[config.mk]
export PLATFORM = sky130hd
export DESIGN_NAME = led_display_keyboard_scanner
export DESIGN_NICKNAME = d
export VERILOG_FILES = /design/src/include/scan_pkg.sv /design/src/rtl/select_chain.sv /design/src/rtl/led_display_keyboard_scanner.sv
export VERILOG_INCLUDE_DIRS = /design/src /design/src/include
export SDC_FILE = /design/constraint.sdc
export NUM_CORES = 1
export LEC_CHECK = 0
export BUFFER_PORTS_ARGS = -buffer_cell sky130_fd_sc_hd__buf_2
export CAP_MARGIN = 10
export CORE_MARGIN = 2
export CORE_UTILIZATION = 60
export CTS_CLUSTER_DIAMETER = 80
export CTS_CLUSTER_SIZE = 25
export DETAILED_ROUTE_END_ITERATION = 6
export PLACE_DENSITY = 0.79
export SYNTH_ARGS = -nofsm -noshare
export SYNTH_HDL_FRONTEND = slang
export SYNTH_HIERARCHICAL = 1
export SYNTH_SLANG_ARGS = --single-unit
export TNS_END_PERCENT = 5
[constraint.sdc]
create_clock -name i_ref_clk -period 3.95 [get_ports i_ref_clk]
set_clock_uncertainty 0.05 [all_clocks]
set_input_delay 0.1975 -clock i_ref_clk [delete_from_list [all_inputs] [get_ports i_ref_clk]]
set_output_delay 0.1975 -clock i_ref_clk [all_outputs]
set_load 0.01 [all_outputs]
[src/include/scan_cfg.svh]
`ifndef SCAN_CFG_SVH
`define SCAN_CFG_SVH
// ==========================================================================
// register word indices on the avalon slave (byte address = index * 4)
`define SEG_BASE_IDX 4'h0
`define SEG_LAST_IDX 4'h9
`define CTRL_IDX 4'ha
`define STATUS_IDX 4'hb
`define KEYS_LO_IDX 4'hc
`define KEYS_HI_IDX 4'hd
// ==========================================================================
// control and status fields
`define CTRL_SCAN_EN_BIT 0
`define CTRL_RESET_VAL 1'b0
`define STATUS_STEP_LSB 0
`define STATUS_KEY_PHASE_BIT 8
`define STATUS_SCAN_EN_BIT 9
// ==========================================================================
// scan geometry
`define NUM_DIGIT_STEPS 10
`define NUM_KEY_ROWS 9
`define NUM_KEY_COLS 4
`define LAST_SCAN_STEP 5'd19
`define LAST_DIGIT_STEP 5'd9
`define FIRST_KEY_STEP 5'd10
`define CHAIN_W 16
`define LAST_ROW_COL_MASK 4'h1
// ==========================================================================
// timing: period and on time in ns, clock in MHz, step offsets in clock cycles
`define CLK_MHZ 250
`define SHIFT_PERIOD_NS 1000000
`define DIGIT_ON_NS 950000
`define SEG_AT 1
`define LOAD_AT 3
`define SAMPLE_BEFORE_END 2
`endif

[src/include/scan_pkg.sv]
package scan_pkg;
  // one segment group: seven segments plus the spare line in bit 7
  typedef struct packed {
    logic spare;
    logic [6:0] seg;
  } seg_group_t;

  // the four latched groups that light one digit pair
  typedef struct packed {
    seg_group_t seg_group_four_bits;
    seg_group_t seg_group_three_bits;
    seg_group_t seg_group_two_bits;
    seg_group_t seg_group_one_bits;
  } seg_groups_t;

  typedef enum logic [0:0] {
    LAP_DISPLAY = 1'b0,
    LAP_KEYS = 1'b1
  } lap_t;
endpackage : scan_pkg

[src/rtl/select_chain.sv]
`timescale 1ns/1ps
`default_nettype none
`include "scan_cfg.svh"
module select_chain #(
  parameter int unsigned CHAIN_W = `CHAIN_W
) (
  input wire logic i_ref_clk,
  input wire logic i_rst_n,
  input wire logic i_shift_clk,
  input wire logic i_shift_data,
  input wire logic i_load,
  output logic [CHAIN_W-1:0] o_sel
);
  // ==========================================================================
  // two cascaded 8-bit stages, serial in, with a parallel holding stage
  logic shift_clk_prev_ff;
  logic [CHAIN_W-1:0] chain_ff;
  logic [CHAIN_W-1:0] sel_ff;

  // edge detect on the shift clock; the clock line is a plain level here
  always_ff @(posedge i_ref_clk or negedge i_rst_n) begin
    if (!i_rst_n) begin
      shift_clk_prev_ff <= 1'b0;
    end else begin
      shift_clk_prev_ff <= i_shift_clk;
    end
  end

  // data bit taken on each rising shift clock edge
  always_ff @(posedge i_ref_clk or negedge i_rst_n) begin
    if (!i_rst_n) begin
      chain_ff <= '0;
    end else if (i_shift_clk && !shift_clk_prev_ff) begin
      chain_ff <= {chain_ff[CHAIN_W-2:0], i_shift_data};
    end
  end

  // parallel outputs move only once the word is in, so no half-shifted
  // pattern ever reaches the digit drivers
  always_ff @(posedge i_ref_clk or negedge i_rst_n) begin
    if (!i_rst_n) begin
      sel_ff <= '0;
    end else if (i_load) begin
      sel_ff <= chain_ff;
    end
  end

  assign o_sel = sel_ff;
endmodule : select_chain
`default_nettype wire

[src/rtl/led_display_keyboard_scanner.sv]
`timescale 1ns/1ps
`default_nettype none
`include "scan_cfg.svh"
module led_display_keyboard_scanner #(
  parameter int unsigned STEP_CYC = `SHIFT_PERIOD_NS * `CLK_MHZ / 1000,
  parameter int unsigned ON_CYC = `DIGIT_ON_NS * `CLK_MHZ / 1000,
  parameter int unsigned CNT_W = 18
) (
  input wire logic i_ref_clk,
  input wire logic i_rst_n,
  // avalon-mm slave, word addressed
  input wire logic [3:0] i_avs_address,
  input wire logic i_avs_read,
  input wire logic i_avs_write,
  input wire logic [31:0] i_avs_writedata,
  input wire logic [3:0] i_avs_byteenable,
  output logic [31:0] o_avs_readdata,
  output logic o_avs_waitrequest,
  // panel side
  output scan_pkg::seg_groups_t o_seg,
  output logic o_shift_clk,
  output logic o_shift_data,
  output logic [`NUM_DIGIT_STEPS-1:0] o_digit_sel,
  output logic [`NUM_KEY_ROWS-1:0] o_row_sel,
  input wire logic [`NUM_KEY_COLS-1:0] i_key_column_sense_lines
);
  localparam logic [CNT_W-1:0] LAST_CNT = CNT_W'(STEP_CYC - 1);
  localparam logic [CNT_W-1:0] HALF_CNT = CNT_W'(STEP_CYC / 2);
  localparam logic [CNT_W-1:0] BLANK_CNT = CNT_W'(STEP_CYC - ON_CYC);
  localparam logic [CNT_W-1:0] SEG_CNT = CNT_W'(`SEG_AT);
  localparam logic [CNT_W-1:0] LOAD_CNT = CNT_W'(`LOAD_AT);
  localparam logic [CNT_W-1:0] SAMPLE_CNT = CNT_W'(STEP_CYC - `SAMPLE_BEFORE_END);

  // ==========================================================================
  // register storage
  scan_pkg::seg_groups_t seg_mem_ff [`NUM_DIGIT_STEPS];
  logic scan_en_ff;
  logic [`NUM_KEY_ROWS*`NUM_KEY_COLS-1:0] keys_ff;
  logic ack_ff;
  logic [31:0] rdata_ff;

  // ==========================================================================
  // scan sequencer state
  logic [CNT_W-1:0] cnt_ff;
  logic [4:0] step_ff;
  logic shift_clk_ff;
  logic shift_data_ff;
  logic load_ff;
  scan_pkg::seg_groups_t seg_ff;
  logic [`NUM_DIGIT_STEPS-1:0] digit_sel_ff;
  logic [`NUM_KEY_ROWS-1:0] row_sel_ff;
  logic [`CHAIN_W-1:0] chain_sel;
  scan_pkg::lap_t lap;
  logic lit_window;
  logic [4:0] row_idx;
  logic bus_req;

  assign lap = (step_ff >= `FIRST_KEY_STEP) ? scan_pkg::LAP_KEYS : scan_pkg::LAP_DISPLAY;
  assign lit_window = scan_en_ff && (cnt_ff >= BLANK_CNT);
  assign row_idx = step_ff - `FIRST_KEY_STEP;
  assign bus_req = (i_avs_read || i_avs_write) && !ack_ff;

  // ==========================================================================
  // bus slave: waitrequest high on the first cycle, low on the second
  always_ff @(posedge i_ref_clk or negedge i_rst_n) begin
    if (!i_rst_n) begin
      ack_ff <= 1'b0;
    end else begin
      ack_ff <= bus_req;
    end
  end

  // read data is settled by the cycle in which waitrequest drops
  always_ff @(posedge i_ref_clk or negedge i_rst_n) begin
    if (!i_rst_n) begin
      rdata_ff <= '0;
    end else if (bus_req && i_avs_read) begin
      if (i_avs_address <= `SEG_LAST_IDX) begin
        rdata_ff <= seg_mem_ff[i_avs_address];
      end else begin
        unique case (i_avs_address)
          `CTRL_IDX: rdata_ff <= 32'({scan_en_ff});
          `STATUS_IDX: rdata_ff <= 32'({scan_en_ff, lap, 3'h0, step_ff});
          `KEYS_LO_IDX: rdata_ff <= keys_ff[31:0];
          `KEYS_HI_IDX: rdata_ff <= 32'(keys_ff[35:32]);
          default: rdata_ff <= '0; // unmapped reads return zero
        endcase
      end
    end
  end

  // segment words per step: byte n is group n+1, bit 7 the annunciator line
  always_ff @(posedge i_ref_clk or negedge i_rst_n) begin
    if (!i_rst_n) begin
      for (int s = 0; s < `NUM_DIGIT_STEPS; s++) begin
        seg_mem_ff[s] <= '0;
      end
    end else if (ack_ff && i_avs_write && i_avs_address <= `SEG_LAST_IDX) begin
      for (int b = 0; b < 4; b++) begin
        if (i_avs_byteenable[b]) begin
          seg_mem_ff[i_avs_address][8*b +: 8] <= i_avs_writedata[8*b +: 8];
        end
      end
    end
  end

  // scan enable; turning it off parks the sequencer at the first step
  always_ff @(posedge i_ref_clk or negedge i_rst_n) begin
    if (!i_rst_n) begin
      scan_en_ff <= `CTRL_RESET_VAL;
    end else if (ack_ff && i_avs_write && i_avs_address == `CTRL_IDX && i_avs_byteenable[0]) begin
      scan_en_ff <= i_avs_writedata[`CTRL_SCAN_EN_BIT];
    end
  end

  // ==========================================================================
  // step timing: one shift clock period per select step
  always_ff @(posedge i_ref_clk or negedge i_rst_n) begin
    if (!i_rst_n) begin
      cnt_ff <= '0;
      step_ff <= '0;
    end else if (!scan_en_ff) begin
      cnt_ff <= '0;
      step_ff <= '0;
    end else if (cnt_ff == LAST_CNT) begin
      cnt_ff <= '0;
      step_ff <= (step_ff == `LAST_SCAN_STEP) ? 5'd0 : step_ff + 5'd1;
    end else begin
      cnt_ff <= cnt_ff + 1'b1;
    end
  end

  // shift clock high for the first half of each step, so one edge per step
  always_ff @(posedge i_ref_clk or negedge i_rst_n) begin
    if (!i_rst_n) begin
      shift_clk_ff <= 1'b0;
    end else begin
      shift_clk_ff <= scan_en_ff && (cnt_ff < HALF_CNT);
    end
  end

  // data changes mid-step while the clock is low; a one starts each lap
  always_ff @(posedge i_ref_clk or negedge i_rst_n) begin
    if (!i_rst_n) begin
      shift_data_ff <= 1'b1;
    end else if (!scan_en_ff) begin
      shift_data_ff <= 1'b1;
    end else if (cnt_ff == HALF_CNT) begin
      shift_data_ff <= (step_ff == `LAST_DIGIT_STEP) || (step_ff == `LAST_SCAN_STEP);
    end
  end

  // word load strobe comes after the shift edge has been taken
  always_ff @(posedge i_ref_clk or negedge i_rst_n) begin
    if (!i_rst_n) begin
      load_ff <= 1'b0;
    end else begin
      load_ff <= scan_en_ff && (cnt_ff == LOAD_CNT);
    end
  end

  select_chain #(
    .CHAIN_W(`CHAIN_W)
  ) u_chain (
    .i_ref_clk(i_ref_clk),
    .i_rst_n(i_rst_n),
    .i_shift_clk(shift_clk_ff),
    .i_shift_data(shift_data_ff),
    .i_load(load_ff),
    .o_sel(chain_sel)
  );

  // ==========================================================================
  // segment latches change early in the step while all selects are blanked
  always_ff @(posedge i_ref_clk or negedge i_rst_n) begin
    if (!i_rst_n) begin
      seg_ff <= '0;
    end else if (!scan_en_ff) begin
      seg_ff <= '0;
    end else if (cnt_ff == SEG_CNT && lap == scan_pkg::LAP_DISPLAY) begin
      seg_ff <= seg_mem_ff[step_ff[3:0]];
    end
  end

  // digit pair lit only inside the on window; the blank gap hides shifting
  always_ff @(posedge i_ref_clk or negedge i_rst_n) begin
    if (!i_rst_n) begin
      digit_sel_ff <= '0;
    end else if (lit_window && lap == scan_pkg::LAP_DISPLAY) begin
      digit_sel_ff <= chain_sel[`NUM_DIGIT_STEPS-1:0];
    end else begin
      digit_sel_ff <= '0;
    end
  end

  // row drive reuses the low chain lines on the second lap
  always_ff @(posedge i_ref_clk or negedge i_rst_n) begin
    if (!i_rst_n) begin
      row_sel_ff <= '0;
    end else if (lit_window && lap == scan_pkg::LAP_KEYS) begin
      row_sel_ff <= chain_sel[`NUM_KEY_ROWS-1:0];
    end else begin
      row_sel_ff <= '0;
    end
  end

  // ==========================================================================
  // column sense sampled at the end of each row, once the row has settled
  for (genvar r = 0; r < `NUM_KEY_ROWS; r++) begin : g_row
    localparam logic [3:0] COL_MASK = (r == `NUM_KEY_ROWS - 1) ? `LAST_ROW_COL_MASK : 4'hf;
    always_ff @(posedge i_ref_clk or negedge i_rst_n) begin
      if (!i_rst_n) begin
        keys_ff[4*r +: 4] <= '0;
      end else if (row_sel_ff[r] && cnt_ff == SAMPLE_CNT && row_idx == 5'(r)) begin
        keys_ff[4*r +: 4] <= i_key_column_sense_lines & COL_MASK;
      end
    end
  end

  assign o_avs_readdata = rdata_ff;
  assign o_avs_waitrequest = !ack_ff;
  assign o_seg = seg_ff;
  assign o_shift_clk = shift_clk_ff;
  assign o_shift_data = shift_data_ff;
  assign o_digit_sel = digit_sel_ff;
  assign o_row_sel = row_sel_ff;
endmodule : led_display_keyboard_scanner
`default_nettype wire

# Yosys cells after proc, flatten, opt, wreduce, memory -nomap -nowiden
# Cells that the tools add are included.
# word_totals
input_bits	48
register_bits	485
out_inout_bits	86
wordCells	221
# op_classes
order_cmp	7
addsub	3
n_reduce_logical	37
eq_ne	22
bitwise	3
muxes	39
# ops
operator	count
$mux W320	7
$bwmux W320	4
$demux W32 S4	4
$bmux W32 S4	2
$mux W32	8
$pmux W32 S4	1
$eq A18 B18 Y1 const B	2
$mux W18	2
$logic_and A1 B1 Y1	32
$mux W24	1
$eq A5 B3 Y1 const B	4
$add A18 B1 Y18 const B	1
$eq A18 B1 Y1 const B	1
$eq A18 B17 Y1 const B	1
$eq A18 B2 Y1 const B	1
$ge A18 B14 Y1 const B	1
$lt A18 B17 Y1 const B	1
$eq A4 B4 Y1 const B	4
$mux W16	1
$mux W5	3
$eq A5 B2 Y1 const B	2
$eq A5 B4 Y1 const B	2
$ge A5 B5 Y1 const B	2
$mux W10	1
other kinds (16)	23

# Depth between registers and ports, before layout
# Gate-level depths: netlist of the first run.
# logic_depth
ltp_word	16
depth_mapped	11
depth_no_buf	6

# By module
# The synthesis of the first run kept the hierarchy.
# by_module_without_submodules
module	instances	area_each_um2	seq_area_each_um2	cells_per_inst
led_display_keyboard_scanner	1	23154.7	11612.4	1698
select_chain	1	1281.2	825.8	70

# Worst setup path after synthesis of the first run
# OpenSTA, ideal clock, no wires.
# synth_path
path_kind	reg-to-reg
start	reg step_ff[0]
end	reg seg_ff, in the netlist o_seg[0]
setup_ns	0.075
arrival_ns	2.970
path_buffers	5
slack_ns	0.855
path_stages_with_launch	12
synth_period_minus_slack_ns	3.095
cell_sequence	dfrtp_1 > buf_2 > buf_2 > buf_1 > inv_1 > ha_1 > and3b_1 > or3_4 > or4_1 > buf_2 > buf_6 > o2bb2ai_2
# synth_between
elab_chain_cells	6
word_cells_on_any_way	11
cone_classes	order compare (1); eq/ne (1); mux (6); bitwise (2); reduce/logical (1)
# synth_lines
item	line_no	text
from (decl)	led_display_keyboard_scanner.sv:45	logic [4:0] step_ff;
from (signal assigned)	led_display_keyboard_scanner.sv:127	step_ff <= (step_ff == `LAST_SCAN_STEP) ? 5'd0 : step_ff + 5'd1;
$not A4 Y5 (implied by the code)	led_display_keyboard_scanner.sv:181	seg_ff <= seg_mem_ff[step_ff[3:0]];
$bmux W32 S4	led_display_keyboard_scanner.sv:181	
$mux W32 (implied by the code) (2 in series)	led_display_keyboard_scanner.sv:181	
$mux W32	led_display_keyboard_scanner.sv:180	end else if (cnt_ff == SEG_CNT && lap == scan_pkg::LAP_DISPLAY) begin
$mux W32	led_display_keyboard_scanner.sv:178	end else if (!scan_en_ff) begin
to (signal assigned)	led_display_keyboard_scanner.sv:181	
to (decl)	led_display_keyboard_scanner.sv:49	scan_pkg::seg_groups_t seg_ff;
# Several ways; a longest one is shown, not always the timed one. The select of a mux whose other input is x is not followed.
# A chain may end at the register's enable or synchronous reset.

# Worst setup path after layout of the first run
# layout_path
start	reg step_ff[1]
end	reg seg_ff, in the netlist o_seg[17]
# The elaborated chain is that of the path after synthesis.

==> reports/summary.txt, run 1 <==
status: complete, no violations
Initial Utilization: 0.606
die height: 204 um
CTS tree: done
setup_tns: 0 ps
WS Path Type: flop to flop
CP arrival: 3650 ps
initial antenna violation count: 3
Min Clock Period, post-route: 3210 ps
share of layout cells above drive strength 1: 0.420
Skew-Pair Late Insertion Delay: 580 ps
CP Launch Type: flop
drt total wl: 63500 um
Die ar.: 41600 sq um
Pwr Density: 413 nW/um^2
Setup Viol. Count Final: 0
placed cell areas: 25100 sq um
post-route cell area: 26200 sq um
first-pass GRT wire length: 98700 um
vias in the first global route: 16500
Worst R2R End: o_seg[17]$_DFFE_PN0P_
Slew Viols, Final: 0
Min Hold Slack: 65.4 ps
maximum root-to-sink buffer count: 3
Ports: 134
Least-Margin Pin Slew: 1290 ps
Routed WL per cell: 26.7 um
Req. time, crit path: 4390 ps
Crit Path Max Fanout: 48
largest net degree at the start of global routing: 113
Setup WS pre-CTS: 857 ps
most frequent cells in the layout: dfrtp_1 (482), mux2_2 (431), buf_2 (130)
final net count: 1893
Clk pin slew, worst setup/hold paths: 100 ps
row cnt: 73
Rel. slew slack: 0.137
CTS resizes: 0
Max Cap Violations: 0
GRT Overall Usage: 0.309
postcts setup bufs: 0
commonest non-fill, non-tap cell in the layout: dfrtp_1
FF-to-FF path depth: 7
Clock Sinks: 485
Worst Hold Class: input pin to flop
fmax: 312 MHz
Congestion Overflow GR: 0
PortBufs: 133
vias: 16100
Final Hold Fails: 0
DR iter-0 viols: 1367
Yosys warnings: 6
CTS root buf: clkbuf_16
Mapped Area: 24000 sq um
1st-pass router iterations: 5
Leakage: 11.7 nW
# DRC: 0
synthesized net count: 1802
Avg Inst Size Synth: 13.8 sq um
drt via density: 6.77
CP endpoint: o_seg[17]$_DFFE_PN0P_
Fill cells: 2828
part of the cycle the worst path needs: 0.813
maximum vdd drop: 0.367 mV
GPL Wtd Cong: 0.891
TritonCTS buffer count: 25
Routed Antenna Nets: 0
RSZ-0062 raised after global routing: false
final worst slack: 740 ps
nature of the critical path endpoint: flop
floorplan core area: 39500 sq um
Layout area overhead: 9.28%
H-tree levels: 1
DP HPWL: 40500 um
reg2reg setup slack: 740 ps
Die X: 204 um
Worst setup startpoint: step_ff[1]$_DFFE_PN0P_
reg2reg start: step_ff[1]$_DFFE_PN0P_
Post-Syn Instances: 1744
==> registers in the layout, summed over array words and instances (netlist names) <==
signal,cells
o_avs_readdata,32
o_shift_clk,1
seg_mem_ff,320
u_chain/chain_ff,10
ack_ff,1
step_ff,5
scan_en_ff,1
o_seg,32
o_shift_data,1
u_chain/shift_clk_prev_ff,1
load_ff,1
o_row_sel,9
cnt_ff,18
o_digit_sel,10
keys_ff,33
u_chain/o_sel,10
==> area by class of cell <==
class | count | area [sq um] | share of cell area
sequential | 485 | 12100 | 0.463
clock buffer | 34 | 669 | 0.0255
clock inverter | 10 | 91.3 | 0.00349
timing repair buffer | 200 | 1360 | 0.0520
antenna | 3 | 7.51 | 0.000286
multi-input combinational | 1099 | 11200 | 0.427
tap | 525 | 657 | 0.0251
inverter | 24 | 90.1 | 0.00344
==> metal layers <==
layer	routed length, um	global-route usage
met2	30400	0.491
met1	26000	0.437
met3	5090	0.0533
met4	2000	0.100
met5	0	0
==> timing repair <==
item | CTS | global route
hold endpoints to repair | 426 | 0
hold buffers | 35 | 0
endpoints found under the setup margin | 0 | 0
==> worst max-delay path: stages (launching register included) <==
cell and delay [ps]:
dfrtp_4 950, inv_1 190, ha_1 330, nor2b_1 210
or3_4 180, o31a_2 560, buf_4 450, o2bb2ai_1 180
==> worst min path at each step <==
stage                                     start                          to  slack, ps  cells past startpoint
detailed placement                      i_rst_n       o_seg[20]$_DFFE_PN0P_        300                      1
floorplan                               i_rst_n            ack_ff$_DFF_PN0_       -150                      0
CTS                 i_key_column_sense_lines[3]     keys_ff[11]$_DFFE_PN0P_         30                      2
global placement                        i_rst_n  seg_mem_ff[84]$_DFFE_PN0P_        290                      1
global route        i_key_column_sense_lines[1]     keys_ff[29]$_DFFE_PN0P_         50                      2
finish              i_key_column_sense_lines[1]     keys_ff[29]$_DFFE_PN0P_         70                      2
==> metrics by stage <==
stage,total power [mW],cells,util
detailed placement,7.96,2298,0.634
global placement,7.86,2298,0.634
floorplan,7.24,1744,-
finish,10.8,2380,0.663
CTS,10.9,2377,0.662
global route,11.3,2379,0.663
==> report_power, final <==
| part | internal (mW) | switching (mW) |
|---|---|---|
| clock network | 1.23 | 1.67 |
| logic | 0.941 | 0.989 |
| registers | 5.52 | 0.478 |
| total | 7.70 | 3.13 |
Note: power is estimated with default switching activity, not from simulation.
==> run 2, diff against run 1 <==
Clock period 3.95 ns to 3.05 ns, I/O delays scaled along.
==> run 2 against run 1 <==
Net effect: via count is 1.4% higher; cell area is 0.89% higher; setup slack worse by 480 ps; routed wire length is 1.5% higher; combinational power is 30% higher; power is 30% higher; die area stayed put; global-route usage is 0.57 points higher; non-clock buffer count is 26 higher; count of clock-buffer cells in the layout is 1 higher; utilization is 0.59 points higher.
==> reports/summary.txt, run 2 (synthesized netlist as in run 1, its figures left out) <==
Layout area overhead: 10.2% (was 9.28%)
Rel. slew slack: 0.194 (was 0.137)
Setup Viol. Count Final: 0 (unchanged)
RSZ-0062 raised after global routing: false (unchanged)
Reg with most FFs: seg_mem_ff (unchanged)
nature of the critical path endpoint: flop (unchanged)
top flop regs: seg_mem_ff (320), keys_ff (33) (unchanged)
max reg flops: 320 (unchanged)
vias: 16300 (was 16100)
status: complete, no violations (unchanged)
Worst Hold Class: input pin to flop (unchanged)
Routed Antenna Nets: 0 (unchanged)
hold_sp: i_avs_address[3] (was i_key_column_sense_lines[1])
DP HPWL: 42100 um (was 40500 um)
initial antenna violation count: 3 (unchanged)
GRT Overall Usage: 0.315 (was 0.309)
Leakage: 11.8 nW (was 11.7 nW)
CTS root buf: clkbuf_16 (unchanged)
final net count: 1919 (was 1893)
CTS resizes: 0 (unchanged)
Congestion Overflow GR: 0 (unchanged)
Setup WS pre-CTS: 320 ps (was 857 ps)
row cnt: 73 (unchanged)
WS Path Type: flop to flop (unchanged)
DR iter-0 viols: 1505 (was 1367)
most frequent cells in the layout: dfrtp_1 (482), mux2_2 (431), buf_2 (130) (unchanged)
Initial Utilization: 0.606 (unchanged)
floorplan core area: 39500 sq um (unchanged)
CP arrival: 3240 ps (was 3650 ps)
largest net degree at the start of global routing: 103 (was 113)
Worst setup startpoint: step_ff[1]$_DFFE_PN0P_ (unchanged)
Slew Viols, Final: 0 (unchanged)
Ports: 134 (unchanged)
PortBufs: 133 (unchanged)
TritonCTS buffer count: 25 (unchanged)
1st-pass router iterations: 5 (unchanged)
reg2reg setup slack: 260 ps (was 740 ps)
setup_tns: 0 ps (unchanged)
# DRC: 0 (unchanged)
maximum root-to-sink buffer count: 3 (unchanged)
Worst R2R End: o_seg[26]$_DFFE_PN0P_ (was o_seg[17]$_DFFE_PN0P_)
first-pass GRT wire length: 99800 um (was 98700 um)
drt via density: 6.79 (was 6.77)
die height: 204 um (unchanged)
Max Cap Violations: 0 (unchanged)
hold-critical path endpoint: o_avs_readdata[8]$_DFFE_PN0P_ (was keys_ff[29]$_DFFE_PN0P_)
Skew-Pair Late Insertion Delay: 580 ps (about the same)
Worst Hold Depth: 3 (was 2)
Least-Margin Pin Slew: 1210 ps (was 1290 ps)
Min Clock Period, post-route: 2790 ps (was 3210 ps)
CP Launch Type: flop (unchanged)
Die ar.: 41600 sq um (unchanged)
share of layout cells above drive strength 1: 0.424 (was 0.420)
Clk pin slew, worst setup/hold paths: 100 ps (about the same)
Crit Path Max Fanout: 32 (was 48)
Routed WL per cell: 26.8 um (was 26.7 um)
Final Hold Fails: 0 (unchanged)
fmax: 359 MHz (was 312 MHz)
vias in the first global route: 16700 (was 16500)
Die X: 204 um (unchanged)
Pwr Density: 533 nW/um^2 (was 413 nW/um^2)
reg2reg start: step_ff[1]$_DFFE_PN0P_ (unchanged)
postcts setup bufs: 0 (unchanged)
final worst slack: 263 ps (was 740 ps)
CTS tree: done (unchanged)
H-tree levels: 1 (unchanged)
maximum vdd drop: 0.567 mV (was 0.367 mV)
drt total wl: 64500 um (was 63500 um)
Clock Sinks: 485 (unchanged)
commonest non-fill, non-tap cell in the layout: dfrtp_1 (unchanged)
FF-to-FF path depth: 7 (unchanged)
part of the cycle the worst path needs: 0.914 (was 0.813)
Req. time, crit path: 3500 ps (was 4390 ps)
GPL Wtd Cong: 0.889 (was 0.891)
-- run 2: cell types whose count changed in the layout (fill, tap and decap cells not counted), sizes merged --
cell,previous run,this run
clkbuf,34,35
inv,29,28
clkinv,3,2
dlygate4sd3,35,41
buf,165,185
clkinvlp,2,1
diode,3,2
-- run 2: area by class of cell --
cell class | count | area [sq um]
multi-input cells | 1099 | 11200
fillers | 2789 | 13100
clock buffers | 35 | 683
flip-flops and latches | 485 | 12100
inverters | 24 | 90.1
well taps | 525 | 657
clock inverters | 7 | 77.6
diodes | 2 | 5.00
repair buffers | 226 | 1600
-- run 2: metal layers --
metal | wire (um) | GRT usage
met5 | 0 | 0
met4 | 2470 | 0.115
met3 | 5540 | 0.0609
met2 | 30300 | 0.490
met1 | 26100 | 0.445
-- run 2: worst max-delay path, cell delays in order (launching register included) --
cell       delay (ps)
dfrtp_4           520
inv_1             120
ha_1              300
nor2b_1           100
or3_4             360
or4_2             640
buf_4             340
o2bb2ai_1         250
-- run 2: worst max path at each step --
stage                                        to  slack [ps]  cells past startpoint
after global routing       o_seg[5]$_DFFE_PN0P_         200                      7
after CTS                 o_seg[26]$_DFFE_PN0P_         310                      7
final                     o_seg[26]$_DFFE_PN0P_         260                      7
after detailed placement  o_seg[27]$_DFFE_PN0P_         320                      7
after global placement    o_seg[11]$_DFFE_PN0P_         430                      7
after floorplan            o_seg[0]$_DFFE_PN0P_         160                     11
-- run 2: where the power goes --
| group | internal [mW] | switching [mW] | total [mW] |
|---|---|---|---|
| clock | 1.62 | 2.18 | 3.80 |
| combinational | 1.23 | 1.28 | 2.50 |
| sequential | 7.15 | 0.635 | 7.79 |
| total | 10.0 | 4.09 | 14.1 |
-- run 2: timing repair --
item,in CTS,in global routing
hold buffers,41,0
endpoints found under the hold margin,452,0
setup endpoints to repair,0,0
-- run 2: per-stage QoR --
stage	hold slack [ps]	instance area (sq um)	utilization	instances	power, mW
2_1_floorplan	-193	24000	-	1744	9.38
3_3_place_gp	130	25300	0.639	2318	10.2
3_5_place_dp	136	25300	0.639	2318	10.3
4_1_cts	25.3	26400	0.668	2401	14.1
5_1_grt	87.2	26400	0.669	2403	14.6
6_report	54.6	26400	0.669	2403	14.1
